File: src/adcc_defines.svh
// register map, field positions, reset values and timing counts of the converter control
// assumes: included by bare name by every file that needs a constant
`ifndef ADCC_DEFINES_SVH
`define ADCC_DEFINES_SVH

// ************************************
// register byte offsets
// ************************************
`define ADCC_OFS_CTRL 8'h00
`define ADCC_OFS_ACCUM 8'h04
`define ADCC_OFS_REFCLK 8'h08
`define ADCC_OFS_CHAN 8'h0C
`define ADCC_OFS_COMMAND 8'h10
`define ADCC_OFS_EVCTRL 8'h14
`define ADCC_OFS_INTCTRL 8'h18
`define ADCC_OFS_INTFLAG 8'h1C
`define ADCC_OFS_RESULT 8'h20
`define ADCC_OFS_WINLO 8'h24
`define ADCC_OFS_WINHI 8'h28
`define ADCC_OFS_WINCTRL 8'h2C
`define ADCC_OFS_DBGCTRL 8'h30
`define ADCC_OFS_SAMPDLY 8'h34

// ************************************
// field positions
// ************************************
`define ADCC_CTRL_ENABLE 0
`define ADCC_CTRL_CONT 1
`define ADCC_CTRL_RESOLUTION_SELECT 2
`define ADCC_CTRL_VARY 3
`define ADCC_FLAG_RESULT_READY_FLAG 0
`define ADCC_FLAG_WIN 1
`define ADCC_REF_LSB 4

// ************************************
// window compare modes
// ************************************
`define ADCC_WIN_OFF 3'h0
`define ADCC_WIN_BELOW 3'h1
`define ADCC_WIN_ABOVE 3'h2
`define ADCC_WIN_INSIDE 3'h3
`define ADCC_WIN_OUTSIDE 3'h4

// ************************************
// reset values and timing
// ************************************
`define ADCC_RST_WORD 32'h0000_0000
`define ADCC_RST_LFSR 4'h9
`define ADCC_ACC_MAX 3'h6
`define ADCC_CONV_LAST 4'hC
`define ADCC_SAMPLE_AT 4'h1

`endif

File: src/adcc_pkg.sv
// types shared by the converter control files
// assumes: nothing beyond the defines header
package adcc_pkg;
    typedef enum logic [1:0] {ADCC_IDLE, ADCC_CONVERT, ADCC_GAP} adcc_state_type;
endpackage : adcc_pkg

File: src/adcc_clock_divider_select_if.sv
// link between the sequencer and the converter clock prescaler
// assumes: both ends on pclk
`timescale 1ns/1ps
interface adcc_clock_divider_select_if;
    logic run;
    logic halt;
    logic [2:0] div_sel;
    logic tick;
    modport ctrl (output run, output halt, output div_sel, input tick);
    modport clock_divider_select (input run, input halt, input div_sel, output tick);
endinterface : adcc_clock_divider_select_if

File: src/adcc_prescaler.sv
// converter clock prescaler: one tick per 2^(div_sel+1) peripheral clocks
// assumes: pclk domain, presetn asynchronous active low
`timescale 1ns/1ps
`include "adcc_defines.svh"
module adcc_prescaler (
    input wire logic pclk,
    input wire logic presetn,
    adcc_clock_divider_select_if.clock_divider_select pif
);
    logic [7:0] cnt_r;
    logic [7:0] cnt_nxt;
    logic [7:0] lim;

    assign lim = 8'((9'h002 << pif.div_sel) - 9'h001);
    // tick comes out of the counter state, so the edge after start is fixed
    assign pif.tick = pif.run && !pif.halt && (cnt_r == lim); // RL16 RL12

    always_comb begin
        cnt_nxt = cnt_r;
        if (!pif.run) begin
            cnt_nxt = 8'h00; // RL19
        end else if (!pif.halt) begin
            cnt_nxt = (cnt_r == lim) ? 8'h00 : cnt_r + 8'h01;
        end
    end

    always_ff @(posedge pclk or negedge presetn) begin
        if (!presetn) begin
            cnt_r <= 8'h00;
        end else begin
            cnt_r <= cnt_nxt;
        end
    end
endmodule : adcc_prescaler

File: src/adcc_top.sv
// successive-approximation converter control with APB register file
// assumes: pclk 25 MHz, presetn asynchronous active low, event and halt inputs synchronous to pclk
//
// Summary of operation
// RL1: channel and reference reach the converter only while enable is one.
// RL2: result is right-justified, 10-bit sample with lsb at bit zero; code gives 8 bits, sar_data[9:2], when resolution select is set.
// RL3: writing one to conversion_go starts; it reads one while busy.
// RL4: single mode clears conversion_go at completion.
// RL5: channel change during conversion waits until that conversion ends.
// RL6: one sample or summed burst per accumulation_count; flag at end.
// RL7: interrupt only when flag, its enable and global enable are one.
// RL8: result_ready_flag is set even with its interrupt disabled.
// RL9: with event_start_enable, each event triggers a conversion.
// RL10: event input is edge sensitive; sets conversion_go, completion clears it.
// RL11: continuous mode restarts at once after each completion, flagging each.
// RL12: debugger halt stops the converter unless run_while_halted is one.
// RL13: software configures everything first and sets enable last.
// RL14: optional random variation of inter-sample delay inside a burst.
// RL15: window compare below, above, inside or outside gates interrupts.
// RL16: converter clock comes from peripheral clock via programmable prescaler.
// RL17: conversion is 13 converter clocks, sample two clocks after start.
// RL18: result_ready_flag clears on result read or writing one to it.
// RL19: start waits for next converter clock; prescaler held while idle.
// RL20: writing zero to conversion_go does nothing.
//
// Implementation choices: the address map and register access over APB.
`timescale 1ns/1ps
`include "adcc_defines.svh"
module adcc_top (
    input wire logic pclk,
    input wire logic presetn,
    input wire logic psel,
    input wire logic penable,
    input wire logic pwrite,
    input wire logic [7:0] paddr,
    input wire logic [31:0] pwdata,
    output logic [31:0] prdata,
    output logic pready,
    output logic pslverr,
    input wire logic start_event,
    input wire logic cpu_halted,
    input wire logic global_irq_enable,
    output logic irq,
    input wire logic [9:0] sar_data,
    output logic sar_enable,
    output logic [4:0] sar_channel,
    output logic [1:0] sar_reference,
    output logic sar_start,
    output logic sar_sample,
    output logic sar_step
);
    // ************************************
    // register file state
    // ************************************
    logic [3:0] ctrl_r, ctrl_nxt;
    logic [2:0] accumulation_count_r, accumulation_count_nxt;
    logic [2:0] clock_divider_select_r, clock_divider_select_nxt;
    logic [1:0] reference_select_r, reference_select_nxt;
    logic [4:0] positive_input_select_r, positive_input_select_nxt;
    logic event_start_enable_r, event_start_enable_nxt;
    logic [1:0] int_en_r, int_en_nxt;
    logic result_ready_flag_r, result_ready_flag_nxt;
    logic win_flag_r, win_flag_nxt;
    logic [15:0] result_value_r, result_value_nxt;
    logic [15:0] win_lo_r, win_lo_nxt;
    logic [15:0] win_hi_r, win_hi_nxt;
    logic [2:0] win_mode_r, win_mode_nxt;
    logic run_while_halted_r, run_while_halted_nxt;
    logic [3:0] samp_dly_r, samp_dly_nxt;
    logic conversion_go_r, conversion_go_nxt;
    logic [4:0] chan_app_r, chan_app_nxt;
    logic [1:0] ref_app_r, ref_app_nxt;
    logic [31:0] prdata_r, prdata_nxt;
    logic event_d_r;

    // ************************************
    // sequencer state
    // ************************************
    adcc_pkg::adcc_state_type state_r, state_nxt;
    logic [3:0] cnt_r, cnt_nxt;
    logic [4:0] gap_r, gap_nxt;
    logic [15:0] acc_r, acc_nxt;
    logic [6:0] nsamp_r, nsamp_nxt;
    logic [3:0] lfsr_r, lfsr_nxt;
    logic sar_start_r, sar_start_nxt;
    logic sar_sample_r, sar_sample_nxt;
    logic sar_step_r;

    logic mapped, wr, rd_setup, rd_access, start_req, tick, last, finish, win_hit;
    logic [6:0] total;
    logic [15:0] sample, sum;
    logic [4:0] delay;

    adcc_clock_divider_select_if pif ();
    adcc_prescaler u_clock_divider_select (
        .pclk(pclk),
        .presetn(presetn),
        .pif(pif)
    );
    // prescaler runs only while a conversion is requested or ongoing
    assign pif.run = conversion_go_r && ctrl_r[`ADCC_CTRL_ENABLE]; // RL19
    assign pif.halt = cpu_halted && !run_while_halted_r; // RL12
    assign pif.div_sel = clock_divider_select_r; // RL16
    assign tick = pif.tick;

    // ************************************
    // APB decode
    // ************************************
    always_comb begin
        unique case (paddr)
            `ADCC_OFS_CTRL, `ADCC_OFS_ACCUM, `ADCC_OFS_REFCLK, `ADCC_OFS_CHAN, `ADCC_OFS_COMMAND,
            `ADCC_OFS_EVCTRL, `ADCC_OFS_INTCTRL, `ADCC_OFS_INTFLAG, `ADCC_OFS_RESULT, `ADCC_OFS_WINLO,
            `ADCC_OFS_WINHI, `ADCC_OFS_WINCTRL, `ADCC_OFS_DBGCTRL, `ADCC_OFS_SAMPDLY: mapped = 1'b1;
            default: mapped = 1'b0;
        endcase
    end
    // zero wait states: read data is captured in the setup cycle
    assign pready = 1'b1;
    assign pslverr = psel && penable && !mapped;
    assign prdata = prdata_r;
    assign wr = psel && penable && pwrite && mapped;
    assign rd_setup = psel && !penable && !pwrite;
    assign rd_access = psel && penable && !pwrite && (paddr == `ADCC_OFS_RESULT);

    // ************************************
    // sequencer datapath
    // ************************************
    assign total = 7'h01 << ((accumulation_count_r > `ADCC_ACC_MAX) ? `ADCC_ACC_MAX : accumulation_count_r); // RL6
    assign sample = ctrl_r[`ADCC_CTRL_RESOLUTION_SELECT] ? {8'h00, sar_data[9:2]} : {6'h00, sar_data}; // RL2
    assign sum = acc_r + sample;
    assign last = (state_r == adcc_pkg::ADCC_CONVERT) && tick && (cnt_r == `ADCC_CONV_LAST); // RL17
    assign finish = last && (nsamp_r + 7'h01 == total); // RL6
    assign delay = {1'b0, samp_dly_r} + (ctrl_r[`ADCC_CTRL_VARY] ? {3'h0, lfsr_r[1:0]} : 5'h00); // RL14
    assign start_req = ctrl_r[`ADCC_CTRL_ENABLE]
        && ((wr && paddr == `ADCC_OFS_COMMAND && pwdata[0]) // RL3 RL20
        || (event_start_enable_r && start_event && !event_d_r)); // RL9 RL10

    always_comb begin
        unique case (win_mode_r) // RL15
            `ADCC_WIN_BELOW: win_hit = sum < win_lo_r;
            `ADCC_WIN_ABOVE: win_hit = sum > win_hi_r;
            `ADCC_WIN_INSIDE: win_hit = (sum >= win_lo_r) && (sum <= win_hi_r);
            `ADCC_WIN_OUTSIDE: win_hit = (sum < win_lo_r) || (sum > win_hi_r);
            default: win_hit = 1'b0;
        endcase
    end

    always_comb begin
        state_nxt = state_r;
        cnt_nxt = cnt_r;
        gap_nxt = gap_r;
        acc_nxt = acc_r;
        nsamp_nxt = nsamp_r;
        lfsr_nxt = lfsr_r;
        sar_start_nxt = 1'b0;
        sar_sample_nxt = 1'b0;
        if (!ctrl_r[`ADCC_CTRL_ENABLE]) begin
            state_nxt = adcc_pkg::ADCC_IDLE;
        end else if (tick) begin
            unique case (state_r)
                adcc_pkg::ADCC_IDLE: begin
                    // first converter clock after the request opens the conversion
                    state_nxt = adcc_pkg::ADCC_CONVERT; // RL19
                    cnt_nxt = 4'h0;
                    acc_nxt = 16'h0000;
                    nsamp_nxt = 7'h00;
                    sar_start_nxt = 1'b1;
                end
                adcc_pkg::ADCC_CONVERT: begin
                    cnt_nxt = cnt_r + 4'h1;
                    sar_sample_nxt = (cnt_r == `ADCC_SAMPLE_AT); // RL17
                    if (finish) begin
                        acc_nxt = 16'h0000;
                        nsamp_nxt = 7'h00;
                        cnt_nxt = 4'h0;
                        if (ctrl_r[`ADCC_CTRL_CONT]) begin
                            sar_start_nxt = 1'b1; // RL11
                        end else begin
                            state_nxt = adcc_pkg::ADCC_IDLE; // RL4
                        end
                    end else if (last) begin
                        acc_nxt = sum;
                        nsamp_nxt = nsamp_r + 7'h01;
                        cnt_nxt = 4'h0;
                        lfsr_nxt = {lfsr_r[2:0], lfsr_r[3] ^ lfsr_r[2]}; // RL14
                        if (delay == 5'h00) begin
                            sar_start_nxt = 1'b1;
                        end else begin
                            state_nxt = adcc_pkg::ADCC_GAP;
                            gap_nxt = delay;
                        end
                    end
                end
                adcc_pkg::ADCC_GAP: begin
                    gap_nxt = gap_r - 5'h01;
                    if (gap_r == 5'h01) begin
                        state_nxt = adcc_pkg::ADCC_CONVERT;
                        sar_start_nxt = 1'b1;
                    end
                end
                default: state_nxt = adcc_pkg::ADCC_IDLE;
            endcase
        end
    end

    always_ff @(posedge pclk or negedge presetn) begin
        if (!presetn) begin
            state_r <= adcc_pkg::ADCC_IDLE;
            cnt_r <= 4'h0;
            gap_r <= 5'h00;
            acc_r <= 16'h0000;
            nsamp_r <= 7'h00;
            lfsr_r <= `ADCC_RST_LFSR;
            sar_start_r <= 1'b0;
            sar_sample_r <= 1'b0;
            sar_step_r <= 1'b0;
        end else begin
            state_r <= state_nxt;
            cnt_r <= cnt_nxt;
            gap_r <= gap_nxt;
            acc_r <= acc_nxt;
            nsamp_r <= nsamp_nxt;
            lfsr_r <= lfsr_nxt;
            sar_start_r <= sar_start_nxt;
            sar_sample_r <= sar_sample_nxt;
            sar_step_r <= tick;
        end
    end

    // ************************************
    // register file
    // ************************************
    always_comb begin
        ctrl_nxt = ctrl_r;
        accumulation_count_nxt = accumulation_count_r;
        clock_divider_select_nxt = clock_divider_select_r;
        reference_select_nxt = reference_select_r;
        positive_input_select_nxt = positive_input_select_r;
        event_start_enable_nxt = event_start_enable_r;
        int_en_nxt = int_en_r;
        win_lo_nxt = win_lo_r;
        win_hi_nxt = win_hi_r;
        win_mode_nxt = win_mode_r;
        run_while_halted_nxt = run_while_halted_r;
        samp_dly_nxt = samp_dly_r;
        result_value_nxt = finish ? sum : result_value_r; // RL2 RL6
        if (wr) begin
            unique case (paddr)
                `ADCC_OFS_CTRL: ctrl_nxt = pwdata[3:0];
                `ADCC_OFS_ACCUM: accumulation_count_nxt = pwdata[2:0];
                `ADCC_OFS_REFCLK: begin
                    clock_divider_select_nxt = pwdata[2:0];
                    reference_select_nxt = pwdata[`ADCC_REF_LSB +: 2];
                end
                `ADCC_OFS_CHAN: positive_input_select_nxt = pwdata[4:0];
                `ADCC_OFS_EVCTRL: event_start_enable_nxt = pwdata[0];
                `ADCC_OFS_INTCTRL: int_en_nxt = pwdata[1:0];
                `ADCC_OFS_WINLO: win_lo_nxt = pwdata[15:0];
                `ADCC_OFS_WINHI: win_hi_nxt = pwdata[15:0];
                `ADCC_OFS_WINCTRL: win_mode_nxt = pwdata[2:0];
                `ADCC_OFS_DBGCTRL: run_while_halted_nxt = pwdata[0];
                `ADCC_OFS_SAMPDLY: samp_dly_nxt = pwdata[3:0];
                default: ;
            endcase
        end
        // set wins over a clear in the same cycle
        result_ready_flag_nxt = result_ready_flag_r;
        if (rd_access || (wr && paddr == `ADCC_OFS_INTFLAG && pwdata[`ADCC_FLAG_RESULT_READY_FLAG])) begin
            result_ready_flag_nxt = 1'b0; // RL18
        end
        if (finish) begin
            result_ready_flag_nxt = 1'b1; // RL6 RL8 RL11
        end
        win_flag_nxt = win_flag_r;
        if (wr && paddr == `ADCC_OFS_INTFLAG && pwdata[`ADCC_FLAG_WIN]) begin
            win_flag_nxt = 1'b0;
        end
        if (finish && win_hit) begin
            win_flag_nxt = 1'b1; // RL15
        end
        // writing zero never stops a conversion; continuous stops at a completion only once cont is cleared
        conversion_go_nxt = conversion_go_r; // RL20
        if (!ctrl_r[`ADCC_CTRL_ENABLE]) begin
            conversion_go_nxt = 1'b0;
        end else if (start_req) begin
            conversion_go_nxt = 1'b1; // RL3 RL10
        end else if (finish && !ctrl_r[`ADCC_CTRL_CONT]) begin
            conversion_go_nxt = 1'b0; // RL4 RL10
        end
        // selections follow software only when enabled and outside a conversion
        chan_app_nxt = chan_app_r;
        ref_app_nxt = ref_app_r;
        if (ctrl_r[`ADCC_CTRL_ENABLE] && ((state_r == adcc_pkg::ADCC_IDLE) || finish)) begin // RL1 RL5
            chan_app_nxt = positive_input_select_r;
            ref_app_nxt = reference_select_r;
        end
        prdata_nxt = prdata_r;
        if (rd_setup) begin
            unique case (paddr)
                `ADCC_OFS_CTRL: prdata_nxt = {28'h0, ctrl_r};
                `ADCC_OFS_ACCUM: prdata_nxt = {29'h0, accumulation_count_r};
                `ADCC_OFS_REFCLK: prdata_nxt = {26'h0, reference_select_r, 1'b0, clock_divider_select_r};
                `ADCC_OFS_CHAN: prdata_nxt = {27'h0, positive_input_select_r};
                `ADCC_OFS_COMMAND: prdata_nxt = {31'h0, conversion_go_r}; // RL3
                `ADCC_OFS_EVCTRL: prdata_nxt = {31'h0, event_start_enable_r};
                `ADCC_OFS_INTCTRL: prdata_nxt = {30'h0, int_en_r};
                `ADCC_OFS_INTFLAG: prdata_nxt = {30'h0, win_flag_r, result_ready_flag_r};
                `ADCC_OFS_RESULT: prdata_nxt = {16'h0, result_value_r};
                `ADCC_OFS_WINLO: prdata_nxt = {16'h0, win_lo_r};
                `ADCC_OFS_WINHI: prdata_nxt = {16'h0, win_hi_r};
                `ADCC_OFS_WINCTRL: prdata_nxt = {29'h0, win_mode_r};
                `ADCC_OFS_DBGCTRL: prdata_nxt = {31'h0, run_while_halted_r};
                `ADCC_OFS_SAMPDLY: prdata_nxt = {28'h0, samp_dly_r};
                default: prdata_nxt = `ADCC_RST_WORD;
            endcase
        end
    end

    always_ff @(posedge pclk or negedge presetn) begin
        if (!presetn) begin
            ctrl_r <= 4'h0;
            accumulation_count_r <= 3'h0;
            clock_divider_select_r <= 3'h0;
            reference_select_r <= 2'h0;
            positive_input_select_r <= 5'h00;
            event_start_enable_r <= 1'b0;
            int_en_r <= 2'h0;
            result_ready_flag_r <= 1'b0;
            win_flag_r <= 1'b0;
            result_value_r <= 16'h0000;
            win_lo_r <= 16'h0000;
            win_hi_r <= 16'h0000;
            win_mode_r <= `ADCC_WIN_OFF;
            run_while_halted_r <= 1'b0;
            samp_dly_r <= 4'h0;
            conversion_go_r <= 1'b0;
            chan_app_r <= 5'h00;
            ref_app_r <= 2'h0;
            prdata_r <= `ADCC_RST_WORD;
            event_d_r <= 1'b0;
        end else begin
            ctrl_r <= ctrl_nxt;
            accumulation_count_r <= accumulation_count_nxt;
            clock_divider_select_r <= clock_divider_select_nxt;
            reference_select_r <= reference_select_nxt;
            positive_input_select_r <= positive_input_select_nxt;
            event_start_enable_r <= event_start_enable_nxt;
            int_en_r <= int_en_nxt;
            result_ready_flag_r <= result_ready_flag_nxt;
            win_flag_r <= win_flag_nxt;
            result_value_r <= result_value_nxt;
            win_lo_r <= win_lo_nxt;
            win_hi_r <= win_hi_nxt;
            win_mode_r <= win_mode_nxt;
            run_while_halted_r <= run_while_halted_nxt;
            samp_dly_r <= samp_dly_nxt;
            conversion_go_r <= conversion_go_nxt;
            chan_app_r <= chan_app_nxt;
            ref_app_r <= ref_app_nxt;
            prdata_r <= prdata_nxt;
            event_d_r <= start_event;
        end
    end

    // ************************************
    // outputs
    // ************************************
    // window flag only raises the line when its own enable is set
    assign irq = global_irq_enable
        && ((result_ready_flag_r && int_en_r[`ADCC_FLAG_RESULT_READY_FLAG]) || (win_flag_r && int_en_r[`ADCC_FLAG_WIN])); // RL7
    assign sar_enable = ctrl_r[`ADCC_CTRL_ENABLE];
    assign sar_channel = chan_app_r;
    assign sar_reference = ref_app_r;
    assign sar_start = sar_start_r;
    assign sar_sample = sar_sample_r;
    assign sar_step = sar_step_r;
endmodule : adcc_top

File: config.mk
export PLATFORM = sky130hd
export DESIGN_NAME = adcc_top
export DESIGN_NICKNAME = d
export VERILOG_FILES = /design/src/adcc_pkg.sv /design/src/adcc_clock_divider_select_if.sv /design/src/adcc_prescaler.sv /design/src/adcc_top.sv
export VERILOG_INCLUDE_DIRS = /design/src
export SDC_FILE = /design/constraint.sdc
export NUM_CORES = 1
export LEC_CHECK = 0
export ABC_CLOCK_PERIOD_IN_PS = 8700
export BUFFER_PORTS_ARGS = -buffer_cell sky130_fd_sc_hd__buf_2
export CAP_MARGIN = 20
export CORE_MARGIN = 8
export CORE_UTILIZATION = 64
export DETAILED_ROUTE_END_ITERATION = 8
export GPL_ROUTABILITY_DRIVEN = 0
export MAX_ROUTING_LAYER = met4
export PLACE_DENSITY = 0.89
export REMOVE_ABC_BUFFERS = 1
export SLEW_MARGIN = 20
export SYNTH_ARGS = -nofsm -noshare
export SYNTH_HDL_FRONTEND = slang
export SYNTH_HIERARCHICAL = 1
export SYNTH_SLANG_ARGS = --single-unit
File: constraint.sdc
create_clock -name pclk -period 8.7 [get_ports pclk]
set_clock_uncertainty 0.1 [all_clocks]
set_input_delay 1.305 -clock pclk [delete_from_list [all_inputs] [get_ports pclk]]
set_output_delay 1.305 -clock pclk [all_outputs]
set_load 0.005 [all_outputs]
# After elaboration in Yosys (flattened, before gate mapping)
# Memories as Yosys holds them, arrays and structs flattened.
# Cells that the tools add are included.
# W data, S select, Z words.
[classes]
addsub = 7
order_cmp = 5
eq_ne = 35
n_shift = 2
n_mux = 48
bitwise_logic = 2
n_reduce_logical = 66
[op_table]
columns = ["op", "n"]
rows = [
  ["$pmux W16 S14", 1],
  ["$eq A8 B6 Y1 const B", 6],
  ["$eq A8 B5 Y1 const B", 4],
  ["$mux W16", 2],
  ["$pmux W16 S2", 1],
  ["$logic_and A1 B1 Y1", 30],
  ["$mux W8", 3],
  ["$reduce_and A2 Y1", 11],
  ["$mux W1", 18],
  ["$add A16 B10 Y16", 1],
  ["$eq A8 B4 Y1 const B", 2],
  ["$ge A16 B16 Y1", 1],
  ["$gt A16 B16 Y1", 1],
  ["$le A16 B16 Y1", 1],
  ["$lt A16 B16 Y1", 1],
  ["$mux W2", 8],
  ["$mux W5", 3],
  ["$mux W7", 2],
  ["$pmux W7 S2", 1],
  ["$ne A4 B4 Y1 const B", 3],
  ["$mux W10", 1],
  ["$pmux W5 S2", 1],
  ["$reduce_and A5 Y1", 2],
  ["$add A8 B1 Y8 const B", 1],
  ["other kinds (40)", 60],
]
[word_totals]
register_bits = 168
romBits = 64
out_inout_bits = 46
n_memories = 1
[memory_table]
columns = ["memory", "depth", "word_bits", "rd", "rd_ports_with_merged_regs", "write_ports", "line_no", "text"]
rows = [
  ["(no name shown)", 64, 1, 1, 0, 0, "adcc_top.sv:110", "unique case (paddr)"],
]

# Logic depth before layout (Yosys ltp)
# Gate-level depths: netlist of the first run.
[depth]
ltp_word = 12
depth_mapped = 18

# By module
# Netlist of the first run, hierarchy kept.
[modules_own_cells]
columns = ["mod", "instances", "cells_each", "area_each_um2", "seq_area_each_um2"]
rows = [
  ["adcc_top", 1, 871, 8358.0, 3606.0],
  ["adcc_prescaler", 1, 71, 650.6, 200.2],
]

# Least setup slack after synthesis of the first run
# OpenSTA, ideal clock, no wires.
[synth_timing]
path_type = "input to register"
start = "input port sar_data[3]"
end = "register win_flag_r"
arrival_ns = 4.907
required_ns = 8.479
path_slack_ns = 3.572
path_stages = 17
path_buffers = 0
path_cell_list = "mux2_2 > ha_1 > a211o_1 > o211ai_1 > a211oi_1 > o311ai_0 > a21oi_1 > xnor2_1 > inv_1 > ha_1 > nand4_1 > or3_1 > a21o_1 > nand3_1 > a21oi_1 > or3_1 > a22o_1"
[synth_between]
elab_chain_cells = 7
word_cells_on_any_way = 12
[synth_lines]
columns = ["element", "line_no", "text"]
rows = [
  ["start: declaration", "adcc_top.sv:44", "input wire logic [9:0] sar_data,"],
  ["$mux W10 (*)", "adcc_top.sv:129", "assign sample = ctrl_r[`ADCC_CTRL_RESOLUTION_SELECT] ? {8'h00, sar_data[9:2]} : {6'h00, sar_data};"],
  ["$add A16 B10 Y16 (*)", "adcc_top.sv:130", "assign sum = acc_r + sample;"],
  ["net sum[15]", "adcc_top.sv:91", "logic [15:0] sample, sum;"],
  ["$lt A16 B16 Y1, or another cell as far along", "adcc_top.sv:140, adcc_top.sv:143", ""],
  ["$logic_or A1 B1 Y1 or $logic_and A1 B1 Y1 (tied branches)", "adcc_top.sv:143, adcc_top.sv:142", ""],
  ["$pmux W1 S4 (*)", "adcc_top.sv:139", "unique case (win_mode_r)"],
  ["$logic_and A1 B1 Y1 (*)", "adcc_top.sv:278", "if (finish && win_hit) begin"],
  ["$mux W1 or $reduce_bool A2 Y1 (tied branches)", "n/a", ""],
  ["end signal: assignment", "adcc_top.sv:350", "win_flag_r <= win_flag_nxt;"],
  ["end: declaration", "adcc_top.sv:63", "logic win_flag_r, win_flag_nxt;"],
]
# Mark *: on every way through the listed nets, which the timed path passes. The rest lies on a longest branch.
# A chain may end at the register's enable or synchronous reset.

# Final worst setup path of the first run
# Ends and elaborated chain as after synthesis.

==> results of run 1 <==
==> final cells by class <==
| class | count | share of cell area (%) |
|---|---|---|
| Multi-Input combinational cell | 699 | 47.4 |
| Sequential cell | 152 | 37.8 |
| Clock buffer | 19 | 4.50 |
| Timing Repair Buffer | 78 | 4.14 |
| Tap cell | 180 | 2.24 |
| Inverter | 52 | 1.94 |
| Clock inverter | 13 | 1.93 |
==> metrics by stage <==
step / instance area [um2] / hold WS, ns / util, % / setup slack, ns / cells
after floorplan: 8750 / 0.339 / - / 3.57 / 903
after global placement: 9410 / 0.363 / 68.0 / 2.89 / 1161
after detailed placement: 9410 / 0.373 / 68.0 / 2.86 / 1161
after CTS: 10100 / 0.390 / 72.7 / 3.28 / 1193
after global routing: 10100 / 0.422 / 72.7 / 2.87 / 1193
final: 10100 / 0.389 / 72.7 / 3.16 / 1193
==> Yosys cell counts (18+ instances only) <==
master,n
a21oi_1,37
a22oi_1,28
a31oi_1,20
buf_4,20
clkbuf_1,26
dfrtp_1,150
ha_1,52
inv_1,52
mux2_2,52
nand2_1,112
nand3_1,18
nor2_1,56
nor3_1,22
o21ai_0,74
xnor2_1,21
==> how the worst max path moves through the flow <==
stage	end	slack, ns	depth (start not counted)
2_1_floorplan	win_flag_r$_DFFE_PN0P_	3.57	17
3_3_place_gp	win_flag_r$_DFFE_PN0P_	2.89	18
3_5_place_dp	win_flag_r$_DFFE_PN0P_	2.86	18
4_1_cts	win_flag_r$_DFFE_PN0P_	3.28	18
5_1_grt	win_flag_r$_DFFE_PN0P_	2.87	18
6_report	win_flag_r$_DFFE_PN0P_	3.16	18
==> worst reg2reg max path, cell delays in order (launching register included) <==
cell	delay [ns]
dfrtp_1	0.69
mux2_2	0.44
ha_1	0.30
a211o_1	0.26
o211ai_1	0.15
a211oi_1	0.15
o311ai_0	0.74
a21oi_1	0.19
xnor2_1	0.36
inv_1	0.14
ha_1	0.35
nand4_1	0.16
or3_1	0.40
a21o_1	0.17
nand3_1	0.08
a21oi_1	0.04
or3_1	0.37
a22o_1	0.19
==> state kept, by name, indices dropped and copies added, names as in the netlist, 5 cells and up <==
signal / flops
nsamp_r: 7
gap_r: 5
u_clock_divider_select/cnt_r: 8
positive_input_select_r: 5
acc_r: 16
result_value_r: 16
win_hi_r: 16
win_lo_r: 16
sar_channel: 5
prdata: 16
==> cells by family after synthesis <==
| family | synth area share [%] |
|---|---|
| AO/OA/AOI/OAI | 17.7 |
| flip-flops | 42.2 |
| buffers and inverters | 5.64 |
| XOR/XNOR | 2.72 |
| multiplexers | 7.08 |
| other | 0.0834 |
| adder cells (fa/ha/maj) | 7.67 |
| AND/OR/NAND/NOR | 16.8 |
==> routing by layer <==
metal  GRT usage [%]  routed length, um
met1            31.6               9290
met2            41.7              10900
met3            6.32               1770
met4            11.9                671
met5               -                  0
==> placed cells by master, fill, tap and decap left out, drive strengths merged, types with 19 or more instances in the layout <==
master / instances
dfrtp: 150
nand2: 112
buf: 78
o21ai: 76
nor2: 56
mux2: 54
inv: 53
ha: 52
a21oi: 37
a22oi: 28
nor3: 23
xnor2: 21
a31oi: 21
nand3: 20
clkbuf: 19
==> power by group through the flow <==
| stage | logic, mW | registers (mW) | clock network (mW) |
|---|---|---|---|
| after floorplan | 0.0382 | 0.741 | 0 |
| after global placement | 0.0907 | 0.740 | 0 |
| after detailed placement | 0.0927 | 0.741 | 0 |
| after CTS | 0.0938 | 0.728 | 0.803 |
| after global routing | 0.105 | 0.729 | 0.836 |
| final | 0.0935 | 0.728 | 0.803 |
==> impl_metrics.yaml, run 1 <==
worst_setup_path:
  rr_worst_depth: 17
  r2r-end: "win_flag_r$_DFFE_PN0P_"
  required_ns: 8.92
  worst-r2r-setup-slack_ns: 3.31
  startpoint_type: "primary input"
  path_cells: "buf_2, mux2_2, ha_1, a211o_1, o211ai_1, a211oi_1, o311ai_0, a21oi_1, xnor2_1, inv_1, ha_1, nand4_1, or3_1, a21o_1, nand3_1, a21oi_1, or3_1, a22o_1"
  crit_start: "sar_data[3]"
  end_kind: "flip-flop"
  crit_path_max_incr_delay_ns: 0.74
  worstSetupPathType: "primary input to flip-flop"
  slowest_stage: "o311ai_0"
  r2r-start: "ctrl_r[2]$_DFFE_PN0P_"
  arrival_ns: 5.76
  crit_fanout: 4
  crit_buf_inv: 2
  critPathTopFamily: "compound AO/OA/AOI/OAI gates"
clocking:
  htreeDepth: 4
  clkTransAtPathRegs_ns: 0.06
  cts_resized: 0
  ctsHoldBuffers: 0
  numCtsBuffers: 17
  clk_path_buf_depth: 2
  cts-root-buf: "clkbuf_16"
  post_cts_buffers: 0
  worstSkewPairLatency_ns: 0.43
  cts_sinks: 152
  cts_tree: "done"
detailed_routing:
  viasPerCell: 6.39
  ant_nets: 0
  drt-total-wl_mm: 22.6
  firstDrtPassIters: 5
  drc: 0
  vias: 7621
  avgRoutedWirePerCell_um: 19.0
  drtIter0Drc: 784
synth:
  syn_area_um2: 9010
  synth.distinct_cells: 75
  ys_seq_elements: 152
  yosys_warnings: 6
  ys_seq_area_share_pct: 42.3
  synth_top_area_cell: "dfrtp_1"
  synth_edf_count: 0
  postSynthCellCount: 942
  synth_area_per_cell_um2: 9.56
  synth_area_leaders: "dfrtp_1 (42%), ha_1 (7.2%), mux2_2 (6.5%)"
  async_reset_ff_share_pct: 100
  synth_top_area_share_pct: 41.7
  synth-main-ff-cell: "dfrtp_1"
hold_path:
  hold_path_class: "flip-flop to flip-flop"
  holdPathEnd: "sar_channel[4]$_DFFE_PN0P_"
  min_from: "sar_channel[4]$_DFFE_PN0P_"
  whs_path_depth: 1
finish:
  multi_input_area_um2: 4770
  seq_area_um2: 3810
  drive_gt1_share_pct: 19.1
  nFillCells: 930
  nets: 1112
  diodes: 0
  syn2layout_area_growth_pct: 11.6
floorplan:
  die_w_um: 135
  core_region_area_um2: 13800
  ios: 104
  dieArea_um2: 18100
  std_cell_rows: 43
  start_util_pct: 65.2
  fp.dieH_um: 135
global_routing:
  grt_pass1_vias: 7663
  grt_pass1_wl_mm: 37.4
  grt_usage_pct: 26.4
  grt_max_degree: 84
  grt_overflow: 0
  antenna_found_initial: 0
pwr:
  swShare_pct: 22.9
  power_frac_comb_pct: 5.8
  irDropWorstVdd_uv: 147
  p_sw_uw: 372
  power_mw: 1.62
  powerDensity_nw_per_um2: 162
  power.share.sequential_pct: 44.8
  leakage_nw: 4.74
  clkPwrFrac_pct: 49.4
  p_int_mw: 1.25
run_status:
  status: "finished, final reports clean"
flow_run:
  cap_violations: 0
sta:
  rsz0062_at_grt: "false"
  fmax_ghz: 0.181
  min_period_ns: 5.54
  setup-tns-final_ns: 0
  tightest_slew_ns: 1.06
  report.final.hold_viol_count: 0
  drv_slew: 0
  slew_headroom_pct: 28.8
  fin_crit_sh_pct: 63.6
  finalSetupViolations: 0
place:
  portBuffers: 70
  dpl.hpwl_mm: 15.2
Note: power is estimated with default switching activity, not from simulation.
==> inputs of run 2 (changes only) <==
--- a/config.mk
+++ b/config.mk
@@ -6,15 +6,15 @@
 export SDC_FILE = /design/constraint.sdc
 export NUM_CORES = 1
 export LEC_CHECK = 0
-export ABC_CLOCK_PERIOD_IN_PS = 8700
+export ABC_CLOCK_PERIOD_IN_PS = 5200
 export BUFFER_PORTS_ARGS = -buffer_cell sky130_fd_sc_hd__buf_2
 export CAP_MARGIN = 20
 export CORE_MARGIN = 8
-export CORE_UTILIZATION = 64
+export CORE_UTILIZATION = 59
 export DETAILED_ROUTE_END_ITERATION = 8
 export GPL_ROUTABILITY_DRIVEN = 0
 export MAX_ROUTING_LAYER = met4
-export PLACE_DENSITY = 0.89
+export PLACE_DENSITY = 0.83
 export REMOVE_ABC_BUFFERS = 1
 export SLEW_MARGIN = 20
 export SYNTH_ARGS = -nofsm -noshare
==> constraint.sdc (replaced) <==
create_clock -name pclk -period 5.2 [get_ports pclk]
set_clock_uncertainty 0.1 [all_clocks]
set_input_delay 0.78 -clock pclk [delete_from_list [all_inputs] [get_ports pclk]]
set_output_delay 0.78 -clock pclk [all_outputs]
set_load 0.005 [all_outputs]
==> impl_metrics.yaml, run 2 (synthesis gave the netlist of run 1 again) <==
sta:
  slew_headroom_pct: 34.0
  drv_slew: 0
  fin_crit_sh_pct: 93.2
  report.final.hold_viol_count: 0
  fmax_ghz: 0.206
  tightest_slew_ns: 0.990
  min_period_ns: 4.84
  rsz0062_at_grt: "false"
  setup-tns-final_ns: 0
  fin_ws_ns: 0.355
  finalSetupViolations: 0
  hold_slack_ns: 0.145
floorplan:
  core_region_area_um2: 15100
  start_util_pct: 59.7
  die_w_um: 140
  dieArea_um2: 19500
  std_cell_rows: 45
  ios: 104
  fp.dieH_um: 140
finish:
  final_cell_mix: "dfrtp_1 (150), nand2_1 (112), o21ai_0 (74), buf_2 (69), nor2_1 (56)"
  nets: 1121
  syn2layout_area_growth_pct: 12.7
  final_common_cell: "dfrtp_1"
  drive_gt1_share_pct: 19.8
  diodes: 0
pwr:
  clkPwrFrac_pct: 50.0
  swShare_pct: 21.8
  p_int_mw: 2.15
  leakage_nw: 4.78
  powerDensity_nw_per_um2: 271
  power.share.sequential_pct: 44.3
  p_sw_uw: 600
  irDropWorstVdd_uv: 238
  power_frac_comb_pct: 5.7
run_status:
  status: "finished, final reports clean"
detailed_routing:
  drc: 0
  drtIter0Drc: 670
  ant_nets: 0
  viasPerCell: 6.23
  drt-total-wl_mm: 22.1
  avgRoutedWirePerCell_um: 18.3
  firstDrtPassIters: 7
  vias: 7539
place:
  dp_slack_ns: 0.135
  portBuffers: 70
  dpl.hpwl_mm: 15.7
global_routing:
  grt_pass1_vias: 7313
  grt_max_degree: 66
  antenna_found_initial: 0
  grt_usage_pct: 23.8
  grt_overflow: 0
  grt_pass1_wl_mm: 36.7
worst_setup_path:
  crit_buf_inv: 1
  crit_path_max_incr_delay_ns: 0.51
  critPathTopFamily: "compound AO/OA/AOI/OAI gates"
  r2r-start: "ctrl_r[2]$_DFFE_PN0P_"
  rr_worst_depth: 18
  required_ns: 5.42
  worst-r2r-setup-slack_ns: 0.36
  r2r-end: "win_flag_r$_DFFE_PN0P_"
  slowest_stage: "dfrtp_1"
  end_kind: "flip-flop"
  worstSetupPathType: "flip-flop to flip-flop"
  path_cells: "mux2_2, ha_1, fa_1, a211oi_1, o21ai_0, a31oi_1, o31ai_1, nand2_1, xor2_1, inv_1, ha_1, nand4_1, or3_1, a21o_1, nand3_1, a21oi_1, or3_1, a22o_1"
  crit_fanout: 5
  startpoint_type: "flip-flop"
  arrival_ns: 5.06
clocking:
  worstSkewPairLatency_ns: 0.43
  post_cts_buffers: 0
  ctsHoldBuffers: 0
  cts_sinks: 152
  clk_path_buf_depth: 2
  cts-root-buf: "clkbuf_16"
  htreeDepth: 4
  clkTransAtPathRegs_ns: 0.07
  cts_tree: "done"
  numCtsBuffers: 17
  cts_resized: 0
flow_run:
  cap_violations: 0
hold_path:
  hold_path_class: "primary input to async pin"
-- run 2: changes by cell type in the layout (fill, tap and decap cells not counted), sizes merged --
cell,before,now
buf,78,87
bufinv,4,5
clkbuf,19,20
clkinv,7,4
clkinvlp,1,3
inv,53,52
-- run 2: metrics by stage --
stage / std cells / util [%] / instance area, um2 / power (mW)
2_1_floorplan: 903 / - / 8750 / 1.30
3_3_place_gp: 1178 / 62.9 / 9490 / 1.39
3_5_place_dp: 1178 / 62.9 / 9490 / 1.40
4_1_cts: 1210 / 67.3 / 10100 / 2.76
5_1_grt: 1210 / 67.3 / 10100 / 2.84
6_report: 1210 / 67.3 / 10100 / 2.75
-- run 2: layer usage --
| metal | vias up | share of wire (%) | track usage [%] |
|---|---|---|---|
| li1 | 3519 | - | - |
| met1 | 3730 | 44 | 29.4 |
| met2 | 250 | 49 | 38.3 |
| met3 | 40 | 5.6 | 4.58 |
| met4 | 0 | 2.1 | 8.63 |
| met5 | - | 0 | - |
-- run 2: layout make-up --
type                            instances  area (um2)
Fill cell                            1155        4940
Multi-Input combinational cell        699        4770
Tap cell                              188         235
Clock inverter                         12         196
Sequential cell                       152        3810
Timing Repair Buffer                   87         484
Inverter                               52         195
Clock buffer                           20         467
-- run 2: worst max path at each step --
stage | start | to | slack [ns] | depth (start not counted)
after floorplan | sar_data[3] | win_flag_r$_DFFE_PN0P_ | 0.60 | 17
after global placement | sar_data[2] | win_flag_r$_DFFE_PN0P_ | 0.32 | 19
after detailed placement | sar_data[2] | win_flag_r$_DFFE_PN0P_ | 0.13 | 19
after CTS | ctrl_r[2]$_DFFE_PN0P_ | win_flag_r$_DFFE_PN0P_ | 0.40 | 18
after global routing | ctrl_r[2]$_DFFE_PN0P_ | win_flag_r$_DFFE_PN0P_ | 0.06 | 19
final | ctrl_r[2]$_DFFE_PN0P_ | win_flag_r$_DFFE_PN0P_ | 0.36 | 18
-- run 2: worst register-to-register path, stage by stage (launching register included) --
cell      delay, ns
dfrtp_1        0.51
mux2_2         0.39
ha_1           0.23
fa_1           0.43
a211oi_1       0.28
o21ai_0        0.16
a31oi_1        0.29
o31ai_1        0.16
nand2_1        0.13
xor2_1         0.24
inv_1          0.12
ha_1           0.29
nand4_1        0.15
or3_1          0.41
a21o_1         0.17
nand3_1        0.09
a21oi_1        0.04
or3_1          0.36
a22o_1         0.18
-- run 2: power by group through the flow --
stage,clock (mW),combinational [mW],sequential (mW)
6_report,1.38,0.157,1.22
5_1_grt,1.44,0.177,1.22
4_1_cts,1.39,0.158,1.22
3_5_place_dp,0,0.157,1.24
3_3_place_gp,0,0.154,1.24
2_1_floorplan,0,0.0639,1.24
==> inputs of run 3 (changes only) <==
--- a/config.mk
+++ b/config.mk
@@ -6,15 +6,15 @@
 export SDC_FILE = /design/constraint.sdc
 export NUM_CORES = 1
 export LEC_CHECK = 0
-export ABC_CLOCK_PERIOD_IN_PS = 5200
+export ABC_CLOCK_PERIOD_IN_PS = 6200
 export BUFFER_PORTS_ARGS = -buffer_cell sky130_fd_sc_hd__buf_2
 export CAP_MARGIN = 20
 export CORE_MARGIN = 8
-export CORE_UTILIZATION = 59
+export CORE_UTILIZATION = 64
 export DETAILED_ROUTE_END_ITERATION = 8
 export GPL_ROUTABILITY_DRIVEN = 0
 export MAX_ROUTING_LAYER = met4
-export PLACE_DENSITY = 0.83
+export PLACE_DENSITY = 0.89
 export REMOVE_ABC_BUFFERS = 1
 export SLEW_MARGIN = 20
 export SYNTH_ARGS = -nofsm -noshare
==> constraint.sdc (replaced) <==
create_clock -name pclk -period 6.2 [get_ports pclk]
set_clock_uncertainty 0.1 [all_clocks]
set_input_delay 0.93 -clock pclk [delete_from_list [all_inputs] [get_ports pclk]]
set_output_delay 0.93 -clock pclk [all_outputs]
set_load 0.005 [all_outputs]
==> impl_metrics.yaml, run 3 (synthesis gave the netlist of run 1 again) <==
detailed_routing:
  drc: 0
  avgRoutedWirePerCell_um: 18.9
  firstDrtPassIters: 6
  drtIter0Drc: 722
  ant_nets: 0
  viasPerCell: 6.40
  vias: 7634
  drt-total-wl_mm: 22.6
run_status:
  status: "finished, final reports clean"
finish:
  drive_gt1_share_pct: 18.8
  final_common_cell: "dfrtp_1"
  final_cell_mix: "dfrtp_1 (150), nand2_1 (112), o21ai_0 (74), buf_2 (69), nor2_1 (56)"
  syn2layout_area_growth_pct: 11.4
  final_cells: 1193
  nFillCells: 957
  final_cell_area_um2: 10000
  nets: 1112
  diodes: 0
sta:
  rsz0062_at_grt: "false"
  fmax_ghz: 0.184
  report.final.hold_viol_count: 0
  setup-tns-final_ns: 0
  hold_slack_ns: 0.388
  slew_headroom_pct: 28.3
  fin_crit_sh_pct: 87.4
  min_period_ns: 5.42
  finalSetupViolations: 0
  drv_slew: 0
  tightest_slew_ns: 1.07
clocking:
  clkTransAtPathRegs_ns: 0.06
  cts_tree: "done"
  cts_sinks: 152
  htreeDepth: 4
  numCtsBuffers: 17
  cts_resized: 0
  clk_path_buf_depth: 2
  post_cts_buffers: 0
  cts-root-buf: "clkbuf_16"
  ctsHoldBuffers: 0
  worstSkewPairLatency_ns: 0.43
worst_setup_path:
  r2r-start: "ctrl_r[2]$_DFFE_PN0P_"
  startpoint_type: "flip-flop"
  required_ns: 6.42
  worst-r2r-setup-slack_ns: 0.78
  rr_worst_depth: 17
  r2r-end: "win_flag_r$_DFFE_PN0P_"
  path_cells: "mux2_2, ha_1, or2_2, o31ai_1, a211oi_1, o311ai_0, a21oi_1, xnor2_1, inv_1, ha_1, nand4_1, inv_1, a221oi_1, or2_2, and3_1, or3_1, a22o_1"
  end_kind: "flip-flop"
  worstSetupPathType: "flip-flop to flip-flop"
  arrival_ns: 5.64
  crit_fanout: 12
  crit_path_max_incr_delay_ns: 0.68
  slowest_stage: "dfrtp_1"
hold_path:
  min_from: "sar_channel[4]$_DFFE_PN0P_"
  whs_path_depth: 1
  holdPathEnd: "sar_channel[4]$_DFFE_PN0P_"
  hold_path_class: "flip-flop to flip-flop"
floorplan:
  std_cell_rows: 43
  start_util_pct: 65.2
  core_region_area_um2: 13800
  die_w_um: 135
  dieArea_um2: 18100
  fp.dieH_um: 135
  ios: 104
place:
  dpl.hpwl_mm: 15.6
  dp_cells: 1161
  placed_area_um2: 9410
  portBuffers: 70
pwr:
  power_mw: 2.25
  powerDensity_nw_per_um2: 224
  irDropWorstVdd_uv: 218
  leakage_nw: 4.74
global_routing:
  grt_usage_pct: 26.1
  grt_max_degree: 87
  grt_use_met2_pct: 41.7
  grt_pass1_wl_mm: 36.9
  antenna_found_initial: 0
  grt_pass1_vias: 7547
  gr-usage-met3_pct: 5.61
  grt.busiest_layer: "met2"
  grt_util_met1_pct: 31.2
  grt_overflow: 0
flow_run:
  cap_violations: 0
==> run 3: cell types whose count changed in the layout (fill, tap and decap cells not counted) <==
cell and change:
nor3_4 +1, clkbuf_8 -2, clkinv_4 +1, buf_4 -9, clkinv_2 -1, nor3_2 -1
clkinvlp_4 -1, clkbuf_1 +3, inv_6 +1, bufinv_16 -1
==> run 3: worst max path at each step <==
stage / startpoint / end / slack [ns] / cells after the start
detailed placement: sar_data[3] / win_flag_r$_DFFE_PN0P_ / 0.72 / 18
global route: ctrl_r[2]$_DFFE_PN0P_ / win_flag_r$_DFFE_PN0P_ / 0.41 / 17
finish: ctrl_r[2]$_DFFE_PN0P_ / win_flag_r$_DFFE_PN0P_ / 0.78 / 17
CTS: ctrl_r[2]$_DFFE_PN0P_ / win_flag_r$_DFFE_PN0P_ / 0.88 / 17
global placement: sar_data[3] / win_flag_r$_DFFE_PN0P_ / 0.77 / 18
floorplan: sar_data[3] / win_flag_r$_DFFE_PN0P_ / 1.45 / 17
==> run 3: cell type report <==
cell class,instances,area (um2),area share [%]
repair buffers,78,417,4.15
multi-input cells,699,4770,47.5
well taps,180,225,2.24
clock buffers,21,450,4.49
flip-flops and latches,152,3810,37.9
inverters,52,195,1.94
clock inverters,11,171,1.71
==> run 3: critical path, delay by kind of cell (launching register included) <==
| family | cells | cell delay [ns] |
|---|---|---|
| AOI/OAI and AO/OA | 6 | 1.45 |
| and+or+nand+nor | 5 | 1.35 |
| DFF | 1 | 0.68 |
| adders and majority gates | 2 | 0.64 |
| muxes | 1 | 0.42 |
| xor gates and xnor gates | 1 | 0.41 |
| buffers and inverters | 2 | 0.24 |
==> run 3: where the power goes <==
part / total (mW) / switching (mW) / internal, mW
clock network: 1.10 / 0.414 / 0.685
registers: 1.02 / 0.0114 / 1.01
logic: 0.132 / 0.0832 / 0.0485
total: 2.25 / 0.509 / 1.74
==> run 3: per-layer routing <==
layer | part of all wire [%] | wire, um
met5 | 0 | 0
met4 | 2.9 | 653
met3 | 7.1 | 1620
met2 | 49 | 11200
met1 | 41 | 9160
==> run 3: per-stage QoR <==
stage	setup WS, ns	util [%]
floorplan	1.45	-
global placement	0.770	68.0
detailed placement	0.724	68.0
CTS	0.879	72.5
global route	0.406	72.6
finish	0.779	72.6
